[src/logic/ccu_pkg.sv]
// constants and helpers of the capture unit
package ccu_pkg;

    localparam int CCU_NUM_UNITS = 5;
    localparam int CCU_AW = 4;
    localparam int CCU_DW = 8;
    localparam int CCU_TW = 16;
    localparam int CCU_MODE_W = 4;
    localparam int CCU_SRC_W = 3;
    localparam int CCU_PRESC_W = 4;

    // register offsets
    localparam logic [CCU_AW-1:0] CCU_OFF_CONTROL = 4'h0;
    localparam logic [CCU_AW-1:0] CCU_OFF_SOURCE = 4'h1;
    localparam logic [CCU_AW-1:0] CCU_OFF_VALUE_LOW = 4'h2;
    localparam logic [CCU_AW-1:0] CCU_OFF_VALUE_HIGH = 4'h3;
    localparam logic [CCU_AW-1:0] CCU_OFF_STATUS = 4'h4;
    localparam logic [CCU_AW-1:0] CCU_OFF_MASK = 4'h5;

    // field positions
    localparam int CCU_CTL_EN_BIT = 7;
    localparam int CCU_FLAG_BIT = 0;

    // reset values
    localparam logic [CCU_MODE_W-1:0] CCU_MODE_RESET = 4'h0;
    localparam logic [CCU_SRC_W-1:0] CCU_SRC_RESET = 3'h0;
    localparam logic [CCU_TW-1:0] CCU_VALUE_RESET = 16'h0000;
    localparam logic [CCU_DW-1:0] CCU_RDATA_RESET = 8'h00;
    localparam logic [CCU_PRESC_W-1:0] CCU_PRESC_RESET = 4'h0;

    // capture mode codes
    localparam logic [CCU_MODE_W-1:0] CCU_MODE_FALL = 4'h4;
    localparam logic [CCU_MODE_W-1:0] CCU_MODE_RISE = 4'h5;
    localparam logic [CCU_MODE_W-1:0] CCU_MODE_RISE4 = 4'h6;
    localparam logic [CCU_MODE_W-1:0] CCU_MODE_RISE16 = 4'h7;
    localparam logic [CCU_MODE_W-1:0] CCU_CAP_MASK = 4'hc;
    localparam logic [CCU_MODE_W-1:0] CCU_CAP_MATCH = 4'h4;

    // prescaler terminal counts
    localparam logic [1:0] CCU_PRESC_LAST4 = 2'h3;
    localparam logic [CCU_PRESC_W-1:0] CCU_PRESC_LAST16 = 4'hf;
    localparam logic [CCU_PRESC_W-1:0] CCU_PRESC_STEP = 4'h1;

    // source select codes
    localparam logic [CCU_SRC_W-1:0] CCU_SRC_PIN = 3'h0;
    localparam logic [CCU_SRC_W-1:0] CCU_SRC_CMP1 = 3'h1;
    localparam logic [CCU_SRC_W-1:0] CCU_SRC_CMP2 = 3'h2;
    localparam logic [CCU_SRC_W-1:0] CCU_SRC_PCHG = 3'h3;
    localparam logic [CCU_SRC_W-1:0] CCU_SRC_LC1 = 3'h4;
    localparam logic [CCU_SRC_W-1:0] CCU_SRC_LC2 = 3'h5;
    localparam logic [CCU_SRC_W-1:0] CCU_SRC_LC3 = 3'h6;
    localparam logic [CCU_SRC_W-1:0] CCU_SRC_LC4 = 3'h7;

    function automatic logic ccu_is_capture(input logic [CCU_MODE_W-1:0] mode);
        return (mode & CCU_CAP_MASK) == CCU_CAP_MATCH;
    endfunction

endpackage

[src/logic/ccu_sync3.sv]
// three-stage synchroniser with agreement filter for a pin level
`timescale 1ns/1ps
module ccu_sync3 (
    // clock and reset
    input wire logic clock,
    input wire logic nrst,
    // level in and out
    input wire logic din,
    output logic dout
);

    typedef struct packed {
        logic s1;
        logic s2;
        logic s3;
        logic out;
    } ccu_sync_s;

    ccu_sync_s sync_reg;
    ccu_sync_s sync_next;

    always_comb begin
        sync_next = sync_reg;
        sync_next.s1 = din;
        sync_next.s2 = sync_reg.s1;
        sync_next.s3 = sync_reg.s2;
        // stage one is metastable-prone, so only the later two vote
        if (sync_reg.s2 == sync_reg.s3) begin
            sync_next.out = sync_reg.s3;
        end
    end

    always_ff @(posedge clock or negedge nrst) begin
        if (!nrst) begin
            sync_reg <= '0;
        end else begin
            sync_reg <= sync_next;
        end
    end

    assign dout = sync_reg.out;

endmodule

[src/logic/ccu_edge_presc.sv]
// edge qualifier and capture prescaler
`timescale 1ns/1ps
module ccu_edge_presc (
    // clock and reset
    input wire logic clock,
    input wire logic nrst,
    // configuration
    input wire logic enable,
    input wire logic [ccu_pkg::CCU_MODE_W-1:0] mode,
    // selected source level
    input wire logic src_level,
    // one-cycle qualifying event
    output logic hit
);

    typedef struct packed {
        logic prev;
        logic [ccu_pkg::CCU_PRESC_W-1:0] cnt;
        logic hit;
    } ccu_edge_s;

    ccu_edge_s edge_reg;
    ccu_edge_s edge_next;
    logic rise;
    logic fall;
    logic active;

    assign rise = src_level && !edge_reg.prev;
    assign fall = !src_level && edge_reg.prev;
    assign active = enable && ccu_pkg::ccu_is_capture(mode);

    always_comb begin
        edge_next = edge_reg;
        edge_next.prev = src_level;
        edge_next.hit = 1'b0;
        if (!active) begin
            edge_next.cnt = ccu_pkg::CCU_PRESC_RESET;
        end else begin
            // count is not cleared on a prescale change: software must disable first
            if (rise) begin
                edge_next.cnt = edge_reg.cnt + ccu_pkg::CCU_PRESC_STEP;
            end
            unique case (mode)
                ccu_pkg::CCU_MODE_FALL: edge_next.hit = fall;
                ccu_pkg::CCU_MODE_RISE: edge_next.hit = rise;
                ccu_pkg::CCU_MODE_RISE4: begin
                    edge_next.hit = rise && edge_reg.cnt[1:0] == ccu_pkg::CCU_PRESC_LAST4;
                end
                ccu_pkg::CCU_MODE_RISE16: begin
                    edge_next.hit = rise && edge_reg.cnt == ccu_pkg::CCU_PRESC_LAST16;
                end
                default: edge_next.hit = 1'b0;
            endcase
        end
    end

    always_ff @(posedge clock or negedge nrst) begin
        if (!nrst) begin
            edge_reg <= '0;
        end else begin
            edge_reg <= edge_next;
        end
    end

    assign hit = edge_reg.hit;

    ////////////////////////////////////////////////////////////////////////////
    property p_presc_clear;
        @(posedge clock) disable iff (!nrst)
        !active |=> edge_reg.cnt == ccu_pkg::CCU_PRESC_RESET;
    endproperty
    a_presc_clear: assert property (p_presc_clear) else $error("prescaler not cleared");

    property p_fall_hit;
        @(posedge clock) disable iff (!nrst)
        active && mode == ccu_pkg::CCU_MODE_FALL && fall |=> hit;
    endproperty
    a_fall_hit: assert property (p_fall_hit) else $error("falling edge missed");

    property p_rise16_only;
        @(posedge clock) disable iff (!nrst)
        active && mode == ccu_pkg::CCU_MODE_RISE16 && rise
            && edge_reg.cnt != ccu_pkg::CCU_PRESC_LAST16 |=> !hit;
    endproperty
    a_rise16_only: assert property (p_rise16_only) else $error("early 16th capture");

    property p_presc_hold;
        @(posedge clock) disable iff (!nrst)
        active && !rise && $past(active) |=> $stable(edge_reg.cnt);
    endproperty
    a_presc_hold: assert property (p_presc_hold) else $error("prescaler moved");

    c_rise4: cover property (@(posedge clock) disable iff (!nrst)
        mode == ccu_pkg::CCU_MODE_RISE4 && hit);

endmodule

[src/logic/ccu_capture_unit.sv]
// capture unit top: register port, source select, capture and interrupt
`timescale 1ns/1ps
module ccu_capture_unit (
    // clock and reset
    input wire logic clock,
    input wire logic nrst,
    // register port
    input wire logic [ccu_pkg::CCU_AW-1:0] reg_addr,
    input wire logic [ccu_pkg::CCU_DW-1:0] reg_wdata,
    input wire logic reg_wr,
    input wire logic reg_rd,
    output logic [ccu_pkg::CCU_DW-1:0] reg_rdata,
    // timer count
    input wire logic [ccu_pkg::CCU_DW-1:0] timer_count_high,
    input wire logic [ccu_pkg::CCU_DW-1:0] timer_count_low,
    // capture pin
    input wire logic mapped_capture_pin,
    input wire logic pin_direction_control,
    input wire logic port_latch_level,
    // internal event sources
    input wire logic comparator_one_synced,
    input wire logic comparator_two_synced,
    input wire logic pin_change_event,
    input wire logic logic_cell_one_output,
    input wire logic logic_cell_two_output,
    input wire logic logic_cell_three_output,
    input wire logic logic_cell_four_output,
    // power state
    input wire logic sleep_active,
    input wire logic timer_ext_clocked,
    // events out
    output logic capture_pulse,
    output logic capture_irq
);

    // each of the five instances keeps its own copy of this register set
    typedef struct packed {
        logic en;
        logic [ccu_pkg::CCU_MODE_W-1:0] mode;
        logic [ccu_pkg::CCU_SRC_W-1:0] src_sel;
        logic [ccu_pkg::CCU_TW-1:0] value;
        logic flag;
        logic mask;
        logic [ccu_pkg::CCU_DW-1:0] rdata;
        logic pulse;
        logic irq;
    } ccu_main_s;

    ccu_main_s main_reg;
    ccu_main_s main_next;
    logic pin_synced;
    logic pin_level;
    logic [7:0] src_vec;
    logic selected;
    logic hit;
    logic hit_go;
    logic flag_clear;

    ////////////////////////////////////////////////////////////////////////////
    // sources

    ccu_sync3 u_pin_sync (
        .clock(clock),
        .nrst(nrst),
        .din(mapped_capture_pin),
        .dout(pin_synced)
    );

    // an output pin reflects the port latch, so a port write can capture
    assign pin_level = pin_direction_control ? pin_synced : port_latch_level;

    always_comb begin
        src_vec = '0;
        src_vec[ccu_pkg::CCU_SRC_PIN] = pin_level;
        src_vec[ccu_pkg::CCU_SRC_CMP1] = comparator_one_synced;
        src_vec[ccu_pkg::CCU_SRC_CMP2] = comparator_two_synced;
        src_vec[ccu_pkg::CCU_SRC_PCHG] = pin_change_event;
        src_vec[ccu_pkg::CCU_SRC_LC1] = logic_cell_one_output;
        src_vec[ccu_pkg::CCU_SRC_LC2] = logic_cell_two_output;
        src_vec[ccu_pkg::CCU_SRC_LC3] = logic_cell_three_output;
        src_vec[ccu_pkg::CCU_SRC_LC4] = logic_cell_four_output;
    end

    assign selected = src_vec[main_reg.src_sel];

    // mode changes pass straight through, so a stale edge may flag once
    ccu_edge_presc u_edge (
        .clock(clock),
        .nrst(nrst),
        .enable(main_reg.en),
        .mode(main_reg.mode),
        .src_level(selected),
        .hit(hit)
    );

    // a timer on the instruction clock is frozen in sleep
    assign hit_go = hit && (!sleep_active || timer_ext_clocked);

    ////////////////////////////////////////////////////////////////////////////
    // register read decode

    function automatic logic [ccu_pkg::CCU_DW-1:0] read_word(
        input logic [ccu_pkg::CCU_AW-1:0] addr,
        input ccu_main_s st
    );
        logic [ccu_pkg::CCU_DW-1:0] w;
        w = '0;
        unique case (addr)
            ccu_pkg::CCU_OFF_CONTROL: begin
                w[ccu_pkg::CCU_CTL_EN_BIT] = st.en;
                w[ccu_pkg::CCU_MODE_W-1:0] = st.mode;
            end
            ccu_pkg::CCU_OFF_SOURCE: w[ccu_pkg::CCU_SRC_W-1:0] = st.src_sel;
            ccu_pkg::CCU_OFF_VALUE_LOW: w = st.value[ccu_pkg::CCU_DW-1:0];
            ccu_pkg::CCU_OFF_VALUE_HIGH: w = st.value[ccu_pkg::CCU_TW-1:ccu_pkg::CCU_DW];
            ccu_pkg::CCU_OFF_STATUS: w[ccu_pkg::CCU_FLAG_BIT] = st.flag;
            ccu_pkg::CCU_OFF_MASK: w[ccu_pkg::CCU_FLAG_BIT] = st.mask;
            default: w = '0;
        endcase
        return w;
    endfunction

    assign flag_clear = reg_wr && reg_addr == ccu_pkg::CCU_OFF_STATUS
        && reg_wdata[ccu_pkg::CCU_FLAG_BIT];

    ////////////////////////////////////////////////////////////////////////////
    // next state

    always_comb begin
        main_next = main_reg;
        main_next.rdata = ccu_pkg::CCU_RDATA_RESET;
        if (reg_wr) begin
            unique case (reg_addr)
                ccu_pkg::CCU_OFF_CONTROL: begin
                    main_next.en = reg_wdata[ccu_pkg::CCU_CTL_EN_BIT];
                    main_next.mode = reg_wdata[ccu_pkg::CCU_MODE_W-1:0];
                end
                ccu_pkg::CCU_OFF_SOURCE: begin
                    main_next.src_sel = reg_wdata[ccu_pkg::CCU_SRC_W-1:0];
                end
                ccu_pkg::CCU_OFF_VALUE_LOW: begin
                    main_next.value[ccu_pkg::CCU_DW-1:0] = reg_wdata;
                end
                ccu_pkg::CCU_OFF_VALUE_HIGH: begin
                    main_next.value[ccu_pkg::CCU_TW-1:ccu_pkg::CCU_DW] = reg_wdata;
                end
                ccu_pkg::CCU_OFF_MASK: begin
                    main_next.mask = reg_wdata[ccu_pkg::CCU_FLAG_BIT];
                end
                default: main_next.mask = main_reg.mask;
            endcase
        end
        if (flag_clear) begin
            main_next.flag = 1'b0;
        end
        // capture after the writes: a same-cycle event beats both clear and value write
        if (hit_go) begin
            main_next.value = {timer_count_high, timer_count_low};
            main_next.flag = 1'b1;
        end
        if (reg_rd) begin
            main_next.rdata = read_word(reg_addr, main_reg);
        end
        main_next.pulse = hit_go;
        main_next.irq = main_next.flag && main_next.mask;
    end

    always_ff @(posedge clock or negedge nrst) begin
        if (!nrst) begin
            main_reg.en <= 1'b0;
            main_reg.mode <= ccu_pkg::CCU_MODE_RESET;
            main_reg.src_sel <= ccu_pkg::CCU_SRC_RESET;
            main_reg.value <= ccu_pkg::CCU_VALUE_RESET;
            main_reg.flag <= 1'b0;
            main_reg.mask <= 1'b0;
            main_reg.rdata <= ccu_pkg::CCU_RDATA_RESET;
            main_reg.pulse <= 1'b0;
            main_reg.irq <= 1'b0;
        end else begin
            main_reg <= main_next;
        end
    end

    assign reg_rdata = main_reg.rdata;
    assign capture_pulse = main_reg.pulse;
    assign capture_irq = main_reg.irq;

    ////////////////////////////////////////////////////////////////////////////
    // checks

    property p_capture_copy;
        @(posedge clock) disable iff (!nrst)
        hit_go |=> main_reg.value == $past({timer_count_high, timer_count_low});
    endproperty
    a_capture_copy: assert property (p_capture_copy) else $error("count not captured");

    property p_flag_set;
        @(posedge clock) disable iff (!nrst)
        hit_go |=> main_reg.flag ##1 (main_reg.flag || $past(flag_clear));
    endproperty
    a_flag_set: assert property (p_flag_set) else $error("flag not set");

    property p_flag_sticky;
        @(posedge clock) disable iff (!nrst)
        main_reg.flag && !flag_clear |=> main_reg.flag;
    endproperty
    a_flag_sticky: assert property (p_flag_sticky) else $error("flag lost");

    property p_overwrite;
        @(posedge clock) disable iff (!nrst)
        main_reg.flag && hit_go |=> main_reg.value == $past({timer_count_high, timer_count_low});
    endproperty
    a_overwrite: assert property (p_overwrite) else $error("old value kept");

    property p_port_write;
        @(posedge clock) disable iff (!nrst)
        !pin_direction_control && main_reg.src_sel == ccu_pkg::CCU_SRC_PIN
            |-> selected == port_latch_level;
    endproperty
    a_port_write: assert property (p_port_write) else $error("port latch not used");

    property p_src_pchg;
        @(posedge clock) disable iff (!nrst)
        main_reg.src_sel == ccu_pkg::CCU_SRC_PCHG |-> selected == pin_change_event;
    endproperty
    a_src_pchg: assert property (p_src_pchg) else $error("wrong source");

    property p_sleep_hold;
        @(posedge clock) disable iff (!nrst)
        sleep_active && !timer_ext_clocked && !(reg_wr && reg_addr != ccu_pkg::CCU_OFF_STATUS)
            |=> $stable(main_reg.value) && !capture_pulse;
    endproperty
    a_sleep_hold: assert property (p_sleep_hold) else $error("capture in sleep");

    property p_irq;
        @(posedge clock) disable iff (!nrst)
        main_reg.flag && main_reg.mask |-> capture_irq;
    endproperty
    a_irq: assert property (p_irq) else $error("irq missing");

    property p_rdata_idle;
        @(posedge clock) disable iff (!nrst)
        !reg_rd |=> reg_rdata == ccu_pkg::CCU_RDATA_RESET;
    endproperty
    a_rdata_idle: assert property (p_rdata_idle) else $error("read data stands");

    property p_capture_off;
        @(posedge clock) disable iff (!nrst)
        !(main_reg.en && ccu_pkg::ccu_is_capture(main_reg.mode)) |=> !hit;
    endproperty
    a_capture_off: assert property (p_capture_off) else $error("event while off");

    property p_pulse_flag;
        @(posedge clock) disable iff (!nrst)
        capture_pulse |-> main_reg.flag;
    endproperty
    a_pulse_flag: assert property (p_pulse_flag) else $error("pulse without flag");

    property p_flag_clear;
        @(posedge clock) disable iff (!nrst)
        flag_clear && !hit_go |=> !main_reg.flag;
    endproperty
    a_flag_clear: assert property (p_flag_clear) else $error("flag not cleared");

    property p_set_wins;
        @(posedge clock) disable iff (!nrst)
        flag_clear && hit_go |=> main_reg.flag;
    endproperty
    a_set_wins: assert property (p_set_wins) else $error("clear beat capture");

    property p_read_low;
        @(posedge clock) disable iff (!nrst)
        reg_rd && reg_addr == ccu_pkg::CCU_OFF_VALUE_LOW
            |=> reg_rdata == $past(main_reg.value[ccu_pkg::CCU_DW-1:0]);
    endproperty
    a_read_low: assert property (p_read_low) else $error("low byte read wrong");

    property p_read_high;
        @(posedge clock) disable iff (!nrst)
        reg_rd && reg_addr == ccu_pkg::CCU_OFF_VALUE_HIGH
            |=> reg_rdata == $past(main_reg.value[ccu_pkg::CCU_TW-1:ccu_pkg::CCU_DW]);
    endproperty
    a_read_high: assert property (p_read_high) else $error("high byte read wrong");

    property p_read_status;
        @(posedge clock) disable iff (!nrst)
        reg_rd && reg_addr == ccu_pkg::CCU_OFF_STATUS
            |=> reg_rdata[ccu_pkg::CCU_FLAG_BIT] == $past(main_reg.flag);
    endproperty
    a_read_status: assert property (p_read_status) else $error("status read wrong");

    property p_src_pin;
        @(posedge clock) disable iff (!nrst)
        pin_direction_control && main_reg.src_sel == ccu_pkg::CCU_SRC_PIN
            |-> selected == pin_synced;
    endproperty
    a_src_pin: assert property (p_src_pin) else $error("pin source wrong");

    property p_ctrl_write;
        @(posedge clock) disable iff (!nrst)
        reg_wr && reg_addr == ccu_pkg::CCU_OFF_CONTROL
            |=> main_reg.mode == $past(reg_wdata[ccu_pkg::CCU_MODE_W-1:0]);
    endproperty
    a_ctrl_write: assert property (p_ctrl_write) else $error("mode not written");

    c_capture: cover property (@(posedge clock) disable iff (!nrst) hit_go);
    c_overwrite: cover property (@(posedge clock) disable iff (!nrst) main_reg.flag && hit_go);
    c_irq: cover property (@(posedge clock) disable iff (!nrst) capture_irq ##1 !capture_irq);
    c_fall: cover property (@(posedge clock) disable iff (!nrst)
        hit_go && main_reg.mode == ccu_pkg::CCU_MODE_FALL);

endmodule

[config.mk]
export PLATFORM = sky130hd
export DESIGN_NAME = ccu_capture_unit
export DESIGN_NICKNAME = d
export VERILOG_FILES = /design/src/logic/ccu_pkg.sv /design/src/logic/ccu_sync3.sv /design/src/logic/ccu_edge_presc.sv /design/src/logic/ccu_capture_unit.sv
export SDC_FILE = /design/constraint.sdc
export NUM_CORES = 1
export LEC_CHECK = 0
export ABC_CLOCK_PERIOD_IN_PS = 4000
export BUFFER_PORTS_ARGS = -buffer_cell sky130_fd_sc_hd__buf_2
export CAP_MARGIN = 5
export CELL_PAD_IN_SITES_DETAIL_PLACEMENT = 1
export CELL_PAD_IN_SITES_GLOBAL_PLACEMENT = 1
export CORE_UTILIZATION = 44
export CTS_CLUSTER_SIZE = 16
export DETAILED_ROUTE_END_ITERATION = 8
export HOLD_SLACK_MARGIN = 0.15
export MAX_ROUTING_LAYER = met4
export PLACE_DENSITY_LB_ADDON = 0.1
export SLEW_MARGIN = 20
export SYNTH_ARGS = -nofsm -noshare
export SYNTH_HDL_FRONTEND = slang
export SYNTH_SLANG_ARGS = --single-unit
[constraint.sdc]
create_clock -name clock -period 4 [get_ports clock]
set_input_delay 0.2 -clock clock [delete_from_list [all_inputs] [get_ports clock]]
set_output_delay 0.2 -clock clock [all_outputs]
set_load 0.05 [all_outputs]
== Word level (Yosys, flattened, before mapping) ==
Index checks and enable logic that the tools add are counted.
Word-level totals
  output and inout bits: 10
  input port bits: 44
  register bits after elaboration: 46
  word-level logic and storage cells: 74
Cells by class
  reduce and logical (&&, ||, !) cells: 21
  multiplexer cells: 20
  equal/unequal tests: 14
  $add $sub $neg: 1
  order comparisons: 1
Operator list (number)
  $eq A4 B3 Y1 const B: 6
  $mux W8: 3
  $mux W17: 1
  $mux W16: 1
  $logic_and A1 B1 Y1: 9
  $eq A4 B2 Y1 const B: 2
  $mux W4: 2
  $pmux W2 S4: 1
  $reduce_and A2 Y1: 4
  $mux W1: 6
  $pmux W1 S3: 2
  $pmux W1 S6: 1
  $pmux W3 S2: 1
  $reduce_bool A2 Y1: 3
  $add A4 B1 Y4 const B: 1
  $eq A4 B1 Y1 const B: 1
  $eq A4 B4 Y1 const B: 1
  $logic_not A4 Y1: 1
  $lt A3 B4 Y1 const B: 1
  $pmux W1 S4: 1
  $bmux W1 S3: 1
  $logic_not A1 Y1: 3
  $eq A2 B1 Y1 const B: 1
  $eq A2 B2 Y1 const B: 1
  other kinds (3): 3

== Longest topological paths before layout ==
Gate-level depths: netlist (run 1).
  depth in word-level cells: 7
  gate-level depth with buffers: 6
  gate-level depth less buffers: 6

== Modules after synthesis ==
From an unflattened synthesis (run 1), not the netlist that was laid out.
Second synthesis, totals
  cell total of the unflattened synthesis: 187
  area total of the unflattened synthesis: 2195.9 sq um
Modules (own cells, without submodules)
  ccu_capture_unit: cells an instance 154, area each 1794.2 sq um, sequential area each 900.9 sq um, times used 1
  ccu_edge_presc: cells an instance 28, area each 290.3 sq um, sequential area each 150.1 sq um, times used 1
  ccu_sync3: cells an instance 5, area each 111.4 sq um, sequential area each 100.1 sq um, times used 1

== Worst setup path after synthesis (run 1) ==
OpenSTA, ideal clock, no wires.
  path kind: register -> register
  start point: register main_reg[28] (netlist bit)
  end point: register u_edge.edge_reg (netlist bit u_edge.hit)
  setup time: 0.120 ns
  required time: 3.880 ns
  buffers on the path: 0
  path slack: 2.270 ns
  period minus slack after synthesis: 1.730 ns
  stages on the path, launching flop included: 5
  arrival time: 1.609 ns
  path through: dfrtp_1 > mux4_1 > a32oi_2 > a2111oi_0 > a41o_2
RTL lines
  from (decl): line ccu_capture_unit.sv:49  | ccu_main_s main_reg;
  from (signal assigned): line ccu_capture_unit.sv:180  | main_reg <= main_next;
  to (signal assigned): line ccu_edge_presc.sv:61  | edge_reg <= edge_next;
  to (decl): line ccu_edge_presc.sv:22  | ccu_edge_s edge_reg;

== Worst setup path in the final report (run 1) ==
  start point: input reg_addr[3] (netlist bit)
  end point: register main_reg[25] (netlist bit)
Between the ends
  cells in the longest elaborated chain, start to end: 3
RTL lines
  from (decl): line ccu_capture_unit.sv:8  | input wire logic [ccu_pkg::CCU_AW-1:0] reg_addr,
  $eq A4 B2 Y1: line ccu_capture_unit.sv:133  | unique case (reg_addr)
  $reduce_bool A2 Y1 (no source line)
  $reduce_and A2 Y1 (no source line)
No other way between the ends.
A chain may end at the register's enable or synchronous reset.

==> results of run 1 <==
[cells by family (layout without fill, tap and decap cells)]
| group | Yosys count | in the layout | share of synthesized area |
|---|---|---|---|
| AND/OR/NAND/NOR | 61 | 61 | 0.1376 |
| flip-flops | 46 | 46 | 0.5230 |
| adder cells (fa/ha/maj) | 2 | 2 | 0.01023 |
| AO/OA/AOI/OAI | 33 | 33 | 0.09380 |
| multiplexers | 38 | 38 | 0.1927 |
| buffers and inverters | 17 | 73 | 0.04264 |
[layout make-up]
type                       instances  area, sq um  area share
sequential                        46         1151      0.4327
multi-input combinational        134        955.9      0.3594
timing repair buffer              64        375.4      0.1411
tap                               67        83.83     0.03151
clock buffer                       6        82.58     0.03104
inverter                           3        11.26    0.004233
[critical path: stages]
cell	delay, ns
dlygate4sd3_1	0.53
buf_2	0.15
nor2_2	0.29
nand4_1	0.62
mux2i_1	0.40
a21oi_1	0.11
[repair_timing]
item | CTS | global route
gates resized for setup | 0 | 0
hold buffers | 10 | 0
hold endpoints to repair | 55 | 0
[how the worst min path moves through the flow]
stage	start	end	cells past startpoint
final	timer_count_high[4]	main_reg[24]	3
after global routing	timer_count_high[1]	main_reg[21]	3
after global placement	mapped_capture_pin	u_pin_sync.sync_next[2]	1
after floorplan	nrst	capture_irq	0
after detailed placement	mapped_capture_pin	u_pin_sync.sync_next[2]	1
after CTS	timer_count_high[4]	main_reg[24]	3
[stage by stage]
stage	total power [uW]	hold WS (ns)	instances	area, sq um
floorplan	890.3	-0.09559	197	2201
global placement	975.0	0.3103	304	2475
detailed placement	1016	0.3133	304	2475
CTS	1298	0.1528	320	2658
global route	1367	0.1732	320	2660
finish	1283	0.1545	320	2660
[cells in the final DEF, fill, tap and decap left out, drive strengths merged]
master / count
nand3: 4
a21oi: 11
nor2b: 2
nand4b: 1
nor4bb: 1
nor3b: 2
or3: 1
nor2: 22
nand3b: 2
or4: 2
clkbuf: 6
a211oi: 2
ha: 1
o21ai: 11
inv: 3
dlygate4sd3: 10
buf: 54
mux4: 2
or2: 1
nand2b: 2
o211ai: 1
and2: 1
a32oi: 1
a2111oi: 1
a41o: 1
a311oi: 2
nand4: 1
maj3: 1
nand2: 18
o31ai: 1
dfrtp: 46
and4bb: 1
mux2: 9
mux2i: 27
a31oi: 2
[metal layers]
metal	global-route usage	vias up	wire length, um
met5	-	-	0
met4	0.05447	0	40
met3	0.04558	6	161
met2	0.4299	38	2988
met1	0.2825	836	2327
li1	-	811	-
[power by group]
group          internal [uW]  switching [uW]
sequential               589            87.4
combinational            153             180
clock                    133             140
total                    876             408
==> results.cfg, run 1 <==
[sta]
tns_ns = 0
fmax_mhz = 462.9
hold_viol_final = 0
slew_viol_final = 0
setup_viol = 0
rsz0062_at_grt = false
skew_ns = 0.008685
setup_ws_ns = 1.840
worst_pin_slew_ns = 0.8145
finalCriticalPeriod_ns = 2.160
slew_headroom = 0.4534
finalCritPeriodShare = 0.5401

[grt]
antenna_found_initial = 0
grt_usage = 0.2412
grt_pass1_vias = 1900
grt_max_degree = 47
grt_overflow = 0
grt_pass1_wl_mm = 9.163

[final_layout]
antenna_cells = 0
area_growth_pct = 20.86
nets = 299
postLayoutCoreUtil = 0.5595
largest_reg_flops = 26
fillers = 550
drive_gt1_frac = 0.3004

[clock_tree]
cts_buffer_depth = 2
worst_skew_pair.late_latency_ns = 0.29
cts.clk_slew.worst_paths_ns = 0.08
cts_made_buffers = 5
cts_tree = yes
cts_setup_buffers = 0
cts.sink_count = 46
cts-root-buf = clkbuf_8
htree_num_levels = 2

[synth]
synth_top_cell_by_area = dfrtp_1
ys_seq_area_frac = 0.5230
synth_cell_types = 37
synthTopCellsByCount = dfrtp_1, mux2i_1, nor2_1
ys_warn_count = 0
async_flop_share = 1.000
synth-main-ff-cell = dfrtp_1
syn-cell-area_sq_um = 2201
netlist_top_cells_area = dfrtp_1, mux2i_1, mux2_2
synth_most_common_cell = dfrtp_1
synth_area_per_cell_sq_um = 11.17
synth_top_area_frac = 0.5230
synth_edf_count = 0
synth-seq-cells = 46
synth_nets = 242
syn_inst = 197

[routing]
firstDrtPassIters = 4
drtIter0Drc = 68
wl_per_cell_um = 17.24
via_per_inst = 5.284
vias = 1691
finalWirelength_mm = 5.517
route.detailed.drc = 0
ant_nets = 0

[setup_path]
r2r_start = main_reg[28]
critPathKind = in -> reg
required_ns = 4.13
endpoint = main_reg[25]
cp.arrival_ns = 2.29
critPathLaunch = reg_addr[3]
r2r_slack_ns = 2.04
r2r-end = u_edge.hit
path_max_fanout = 8
rr_worst_depth = 4
cp-start-kind = primary input
end_kind = register

[power]
max-vdd-ir-drop_v = 0.0002674
cellPowerDensity_nw_per_um2 = 482.4
p_leak_uw = 0.001286

[placement]
place_ws_ns = 2.061
post-dp-hpwl_mm = 4.144
io_buffers = 53
place.gp.congestion = 0.7615

[worst_hold_path]
hp-class = in -> reg

[flow_run]
maxCapViolations = 0

[status]
status = complete, no violations

[floorplanning]
core.rowCount = 25
die_y_um = 72.73
die_w_um = 72.73
dieArea_sq_um = 5289
initial_utilization = 0.4629
ioPinCount = 54
core-area_sq_um = 4755
No activity file was read; power rests on OpenSTA's default activity.
==> inputs of run 2 (changes only) <==
Settings changed: ABC_CLOCK_PERIOD_IN_PS 4000 to 1800, CORE_UTILIZATION 44 to 37.
Clock period 4 ns to 1.8 ns, I/O delays scaled along.
==> run 2 against run 1 <==
  * Highest routed layer unchanged
  * Sequential cell count unchanged
  * Count of clock-buffer cells in the layout unchanged
  * Sequential power increased by 120%
  * Final cell count increased by 10%
  * Clock skew increased by 0.0015 ns
  * Critical path type is now reg -> reg
  * Clock power increased to 3.5 times the previous value
==> results.cfg, run 2 (same netlist as run 1, synthesis figures left out) <==
[routing]
vias = 1794
drtIter0Drc = 78
finalWirelength_mm = 5.603
wl_per_cell_um = 15.87
firstDrtPassIters = 4
ant_nets = 0
via_per_inst = 5.082
route.detailed.drc = 0

[setup_path]
r2r_slack_ns = 0.10
r2r_start = main_reg[28]
crit_chain = buf_4 -> mux2i_1 -> nand2_1 -> a32oi_2 -> buf_4 -> or4_1 -> a21oi_1
critPathKind = reg -> reg
required_ns = 2.03
path_buf_inv = 2
cp_common_cell = buf_4
critPathLaunch = main_reg[28]
end_kind = register
crit_slowest_cell = or4_1
path_max_fanout = 10
cp-start-kind = register
max_stage_delay_ns = 0.47
r2r-end = u_edge.edge_reg[4]
cp.arrival_ns = 1.93
rr_worst_depth = 7
critPathTopFamily = simple AND/OR/NAND/NOR gates

[grt]
grt_max_degree = 25
grt_util_met3 = 0.04828
antenna_found_initial = 0
grt_pass1_wl_mm = 9.480
grt_pass1_vias = 1966
met1_usage = 0.2548
globalRoute.busiestLayer = met2
grt_usage = 0.2085
grt_use_met2 = 0.3414
grt_overflow = 0

[power]
power_uw = 3247
p_leak_uw = 0.001429
cellPowerDensity_nw_per_um2 = 1092
max-vdd-ir-drop_v = 0.0004541

[sta]
fmax_mhz = 589.3
setup_ws_ns = 0.1031
skew_ns = 0.01015
rsz0062_at_grt = true
tns_ns = 0
worst_pin_slew_ns = 0.5854
setup_viol = 0
slew_headroom = 0.6098
finalCritPeriodShare = 0.9427
hold_viol_final = 0
finalCriticalPeriod_ns = 1.697
whs_ns = 0.1561
slew_viol_final = 0

[clock_tree]
cts_made_buffers = 5
cts_buffer_depth = 2
worst_skew_pair.late_latency_ns = 0.31
cts.sink_count = 46
cts.clk_slew.worst_paths_ns = 0.08
cts_tree = yes
cts-root-buf = clkbuf_8
htree_num_levels = 2

[placement]
post-dp-hpwl_mm = 3.866
place_ws_ns = 0.04889
dpl.cell_count = 316
place.gp.congestion = 0.7641
io_buffers = 53

[final_layout]
final_cell_mix = buf_2, dfrtp_1, dlygate4sd3_1, mux2i_1, nor2_1
multi_input_area_sq_um = 952.2
area_growth_pct = 35.08
largest_reg_flops = 26
drive_gt1_frac = 0.3096
stdcell_count = 353
seqCellArea_sq_um = 1151
fillers = 654
final_common_cell = buf_2
antenna_cells = 0
nets = 325

[floorplanning]
ioPinCount = 54
dieArea_sq_um = 6261
core.rowCount = 27
initial_utilization = 0.3925
die_y_um = 79.13
core-area_sq_um = 5608
die_w_um = 79.13

[worst_hold_path]
min_from = reg_wdata[0]
min_path_cells = 2
hp-class = in -> reg
worst_hold_path.endpoint = main_reg[31]

[flow_run]
maxCapViolations = 0

[status]
status = complete, no violations
[run 2: cell count changes in the layout (fill, tap and decap cells not counted)]
cell           previous run  this run
mux4_1                    2         1
bufinv_16                 0         2
dlygate4sd3_1            10        28
buf_4                     2         8
buf_12                    0         1
buf_2                    52        53
mux4_2                    0         1
[run 2: area by class of cell]
type                    instances  share of cell area
clock inverters                 2             0.02020
repair buffers                 90              0.2104
multi-input cells             134              0.3203
clock buffers                   6             0.02778
well taps                      72             0.03030
flip-flops and latches         46              0.3872
inverters                       3            0.003788
[run 2: layer usage]
layer	wire, um	vias up
li1	-	859
met1	2582	887
met2	2740	39
met3	177	9
met4	104	0
met5	0	-
[run 2: timing repair]
item,in CTS,in global routing
buffers inserted,0,1
hold buffers,28,0
setup endpoints to repair,0,2
resized for setup,0,1
hold endpoints to repair,55,0
[run 2: worst max path at each step]
stage / endpoint / slack [ns] / cells past startpoint
6_report: u_edge.edge_reg[4] / 0.10 / 7
3_5_place_dp: u_edge.hit / 0.05 / 5
5_1_grt: u_edge.edge_reg[4] / -0.03 / 7
2_1_floorplan: u_edge.hit / 0.07 / 4
3_3_place_gp: u_edge.hit / 0.07 / 5
4_1_cts: u_edge.hit / 0.03 / 5
[run 2: power breakdown]
group          switching, uW  internal, uW
Sequential               186          1310
Clock                    366           592
Combinational            398           397
[run 2: per-stage QoR]
stage	utilization	instance area, sq um
after global routing	0.5301	2973
final	0.5301	2973
after global placement	0.4540	2546
after detailed placement	0.4540	2546
after CTS	0.5295	2969
after floorplan	-	2201
==> inputs of run 3 (changes only) <==
Settings changed: ABC_AREA set to 1, CORE_UTILIZATION 37 to 35.
==> run 3 against run 2 <==
  * Global-route usage decreased by 0.55 points
  * Critical path type unchanged
  * Worst setup slack better by 0.056 ns
  * First-iteration DRC count down 41%
  * Area after synthesis rose by 2.0%
  * Largest power group unchanged
  * Final area up 0.13%
  * Utilization fell by 3.9 points
  * Sequential share of layout area barely moved
  * Via count rose by 13%
  * Register-to-register slack gained 0.06 ns
  * Maximum frequency rose by 3.4%
  * Worst hold slack improved by 0.013 ns
==> results.cfg, run 3 <==
[status]
status = complete, no violations

[synth]
synth-main-ff-cell = dfrtp_1
synthTopCellsByCount = nand2_1, dfrtp_1, inv_1
synth_area_per_cell_sq_um = 8.252
ys_seq_area_frac = 0.5128
ys_warn_count = 0
netlist_top_cells_area = dfrtp_1, nand2_1, inv_1
syn-cell-area_sq_um = 2245
synth_most_common_cell = nand2_1
synth_nets = 317
synth_edf_count = 0
synth_top_area_frac = 0.5128
syn_inst = 272
synth-seq-cells = 46
synth_top_cell_by_area = dfrtp_1
async_flop_share = 1.000
synth_cell_types = 27

[sta]
finalCriticalPeriod_ns = 1.641
finalCritPeriodShare = 0.9117
rsz0062_at_grt = false
tns_ns = 0
slew_headroom = 0.7934
slew_viol_final = 0
fmax_mhz = 609.4
worst_pin_slew_ns = 0.3060
hold_viol_final = 0
skew_ns = 0.01137
setup_viol = 0

[routing]
vias = 2025
wl_per_cell_um = 13.73
ant_nets = 0
firstDrtPassIters = 4
drtIter0Drc = 46
via_per_inst = 4.698
route.detailed.drc = 0
finalWirelength_mm = 5.916

[setup_path]
critPathLaunch = u_edge.hit
path_max_fanout = 19
endpoint = main_reg[18]
cp-start-kind = register
r2r-end = main_reg[18]
end_kind = register
rr_worst_depth = 5
cp.arrival_ns = 1.89
required_ns = 2.05
r2r_start = u_edge.hit
r2r_slack_ns = 0.16
critPathKind = reg -> reg

[final_layout]
drive_gt1_frac = 0.2247
nets = 400
area_growth_pct = 32.61
final_cell_mix = nand2_1, buf_2, dfrtp_1, dlygate4sd3_1, inv_1
final_common_cell = nand2_1
stdcell_count = 431
fillers = 751
antenna_cells = 0
largest_reg_flops = 26

[floorplanning]
die_w_um = 82.09
core-area_sq_um = 6061
die_y_um = 82.09
core.rowCount = 28
ioPinCount = 54
initial_utilization = 0.3704
dieArea_sq_um = 6738

[clock_tree]
cts_made_buffers = 5
worst_skew_pair.late_latency_ns = 0.30
cts.clk_slew.worst_paths_ns = 0.09
cts_tree = yes
cts.sink_count = 46
cts_setup_buffers = 0
htree_num_levels = 2
cts-root-buf = clkbuf_8
cts_buffer_depth = 2
cts_resized = 0

[grt]
grt_overflow = 0
grt_pass1_vias = 2094
grt_pass1_wl_mm = 9.880
grt_max_degree = 39
antenna_found_initial = 0
grt_usage = 0.2031

[power]
cellPowerDensity_nw_per_um2 = 918.1
p_leak_uw = 0.001557
power_uw = 2733
max-vdd-ir-drop_v = 0.0004481

[placement]
io_buffers = 53
dpl.cell_count = 391
post-dp-hpwl_mm = 4.287
place.gp.congestion = 0.7468

[flow_run]
maxCapViolations = 0

[worst_hold_path]
hp-class = in -> async
## run 3: timing repair
action,CTS,global route
hold buffers,32,0
endpoints found under the setup margin,0,0
hold endpoints to repair,73,0
## run 3: logic make-up (layout without fill, tap and decap cells)
group / count (synthesis) / count (layout) / synth area share
xor+xnor: 2 / 2 / 0.007805
fa+ha+maj: 2 / 2 / 0.01003
simple gates: 145 / 145 / 0.2798
flops: 46 / 46 / 0.5128
compound gates: 33 / 33 / 0.09253
buf+inv: 43 / 127 / 0.09030
mux: 1 / 1 / 0.006687
## run 3: final cells by class
class | count | area [sq um] | share of cell area
clock buffer | 5 | 68.82 | 0.02312
sequential | 46 | 1151 | 0.3867
inverter | 33 | 126.4 | 0.04245
timing repair buffer | 86 | 605.6 | 0.2034
multi-input combinational | 183 | 890.9 | 0.2993
clock inverter | 3 | 40.04 | 0.01345
tap | 75 | 93.84 | 0.03153
## run 3: metal layers
metal  GRT usage  wire length (um)  vias to the layer above
li1            -                 -                     1032
met1      0.2533              2772                      949
met2      0.3380              2910                       37
met3     0.03333               162                        7
met4     0.05789                70                        0
met5           -                 0                        -
## run 3: stage by stage
stage                       util  area [sq um]  hold slack, ns  setup slack [ns]
after detailed placement  0.4203          2547        -0.04052            0.4327
after global routing      0.4911          2977          0.2045           0.05589
after floorplan                -          2245         -0.2056            0.6558
after global placement    0.4203          2547        -0.04202            0.4751
after CTS                 0.4911          2977          0.1627            0.1473
final                     0.4911          2977          0.1688            0.1590
## run 3: how the worst min path moves through the flow
stage / end / slack, ns / cells after the start
6_report: u_pin_sync.dout / 0.17 / 2
5_1_grt: u_pin_sync.sync_next[1] / 0.20 / 2
4_1_cts: u_pin_sync.dout / 0.16 / 2
3_5_place_dp: u_pin_sync.dout / -0.04 / 1
3_3_place_gp: u_pin_sync.dout / -0.04 / 1
2_1_floorplan: capture_irq / -0.21 / 0
## run 3: critical path, stage by stage, from the launching register on
cell and delay (ns):
dfrtp_1 0.38, nand2_4 0.12, inv_2 0.26, nand2_1 0.09
a31oi_1 0.17, dlygate4sd3_1 0.56
## run 3: report_power, final
part | total [uW] | switching (uW) | internal (uW)
clock | 773 | 364 | 409
sequential | 1350 | 119 | 1230
combinational | 613 | 328 | 285
total | 2730 | 811 | 1920
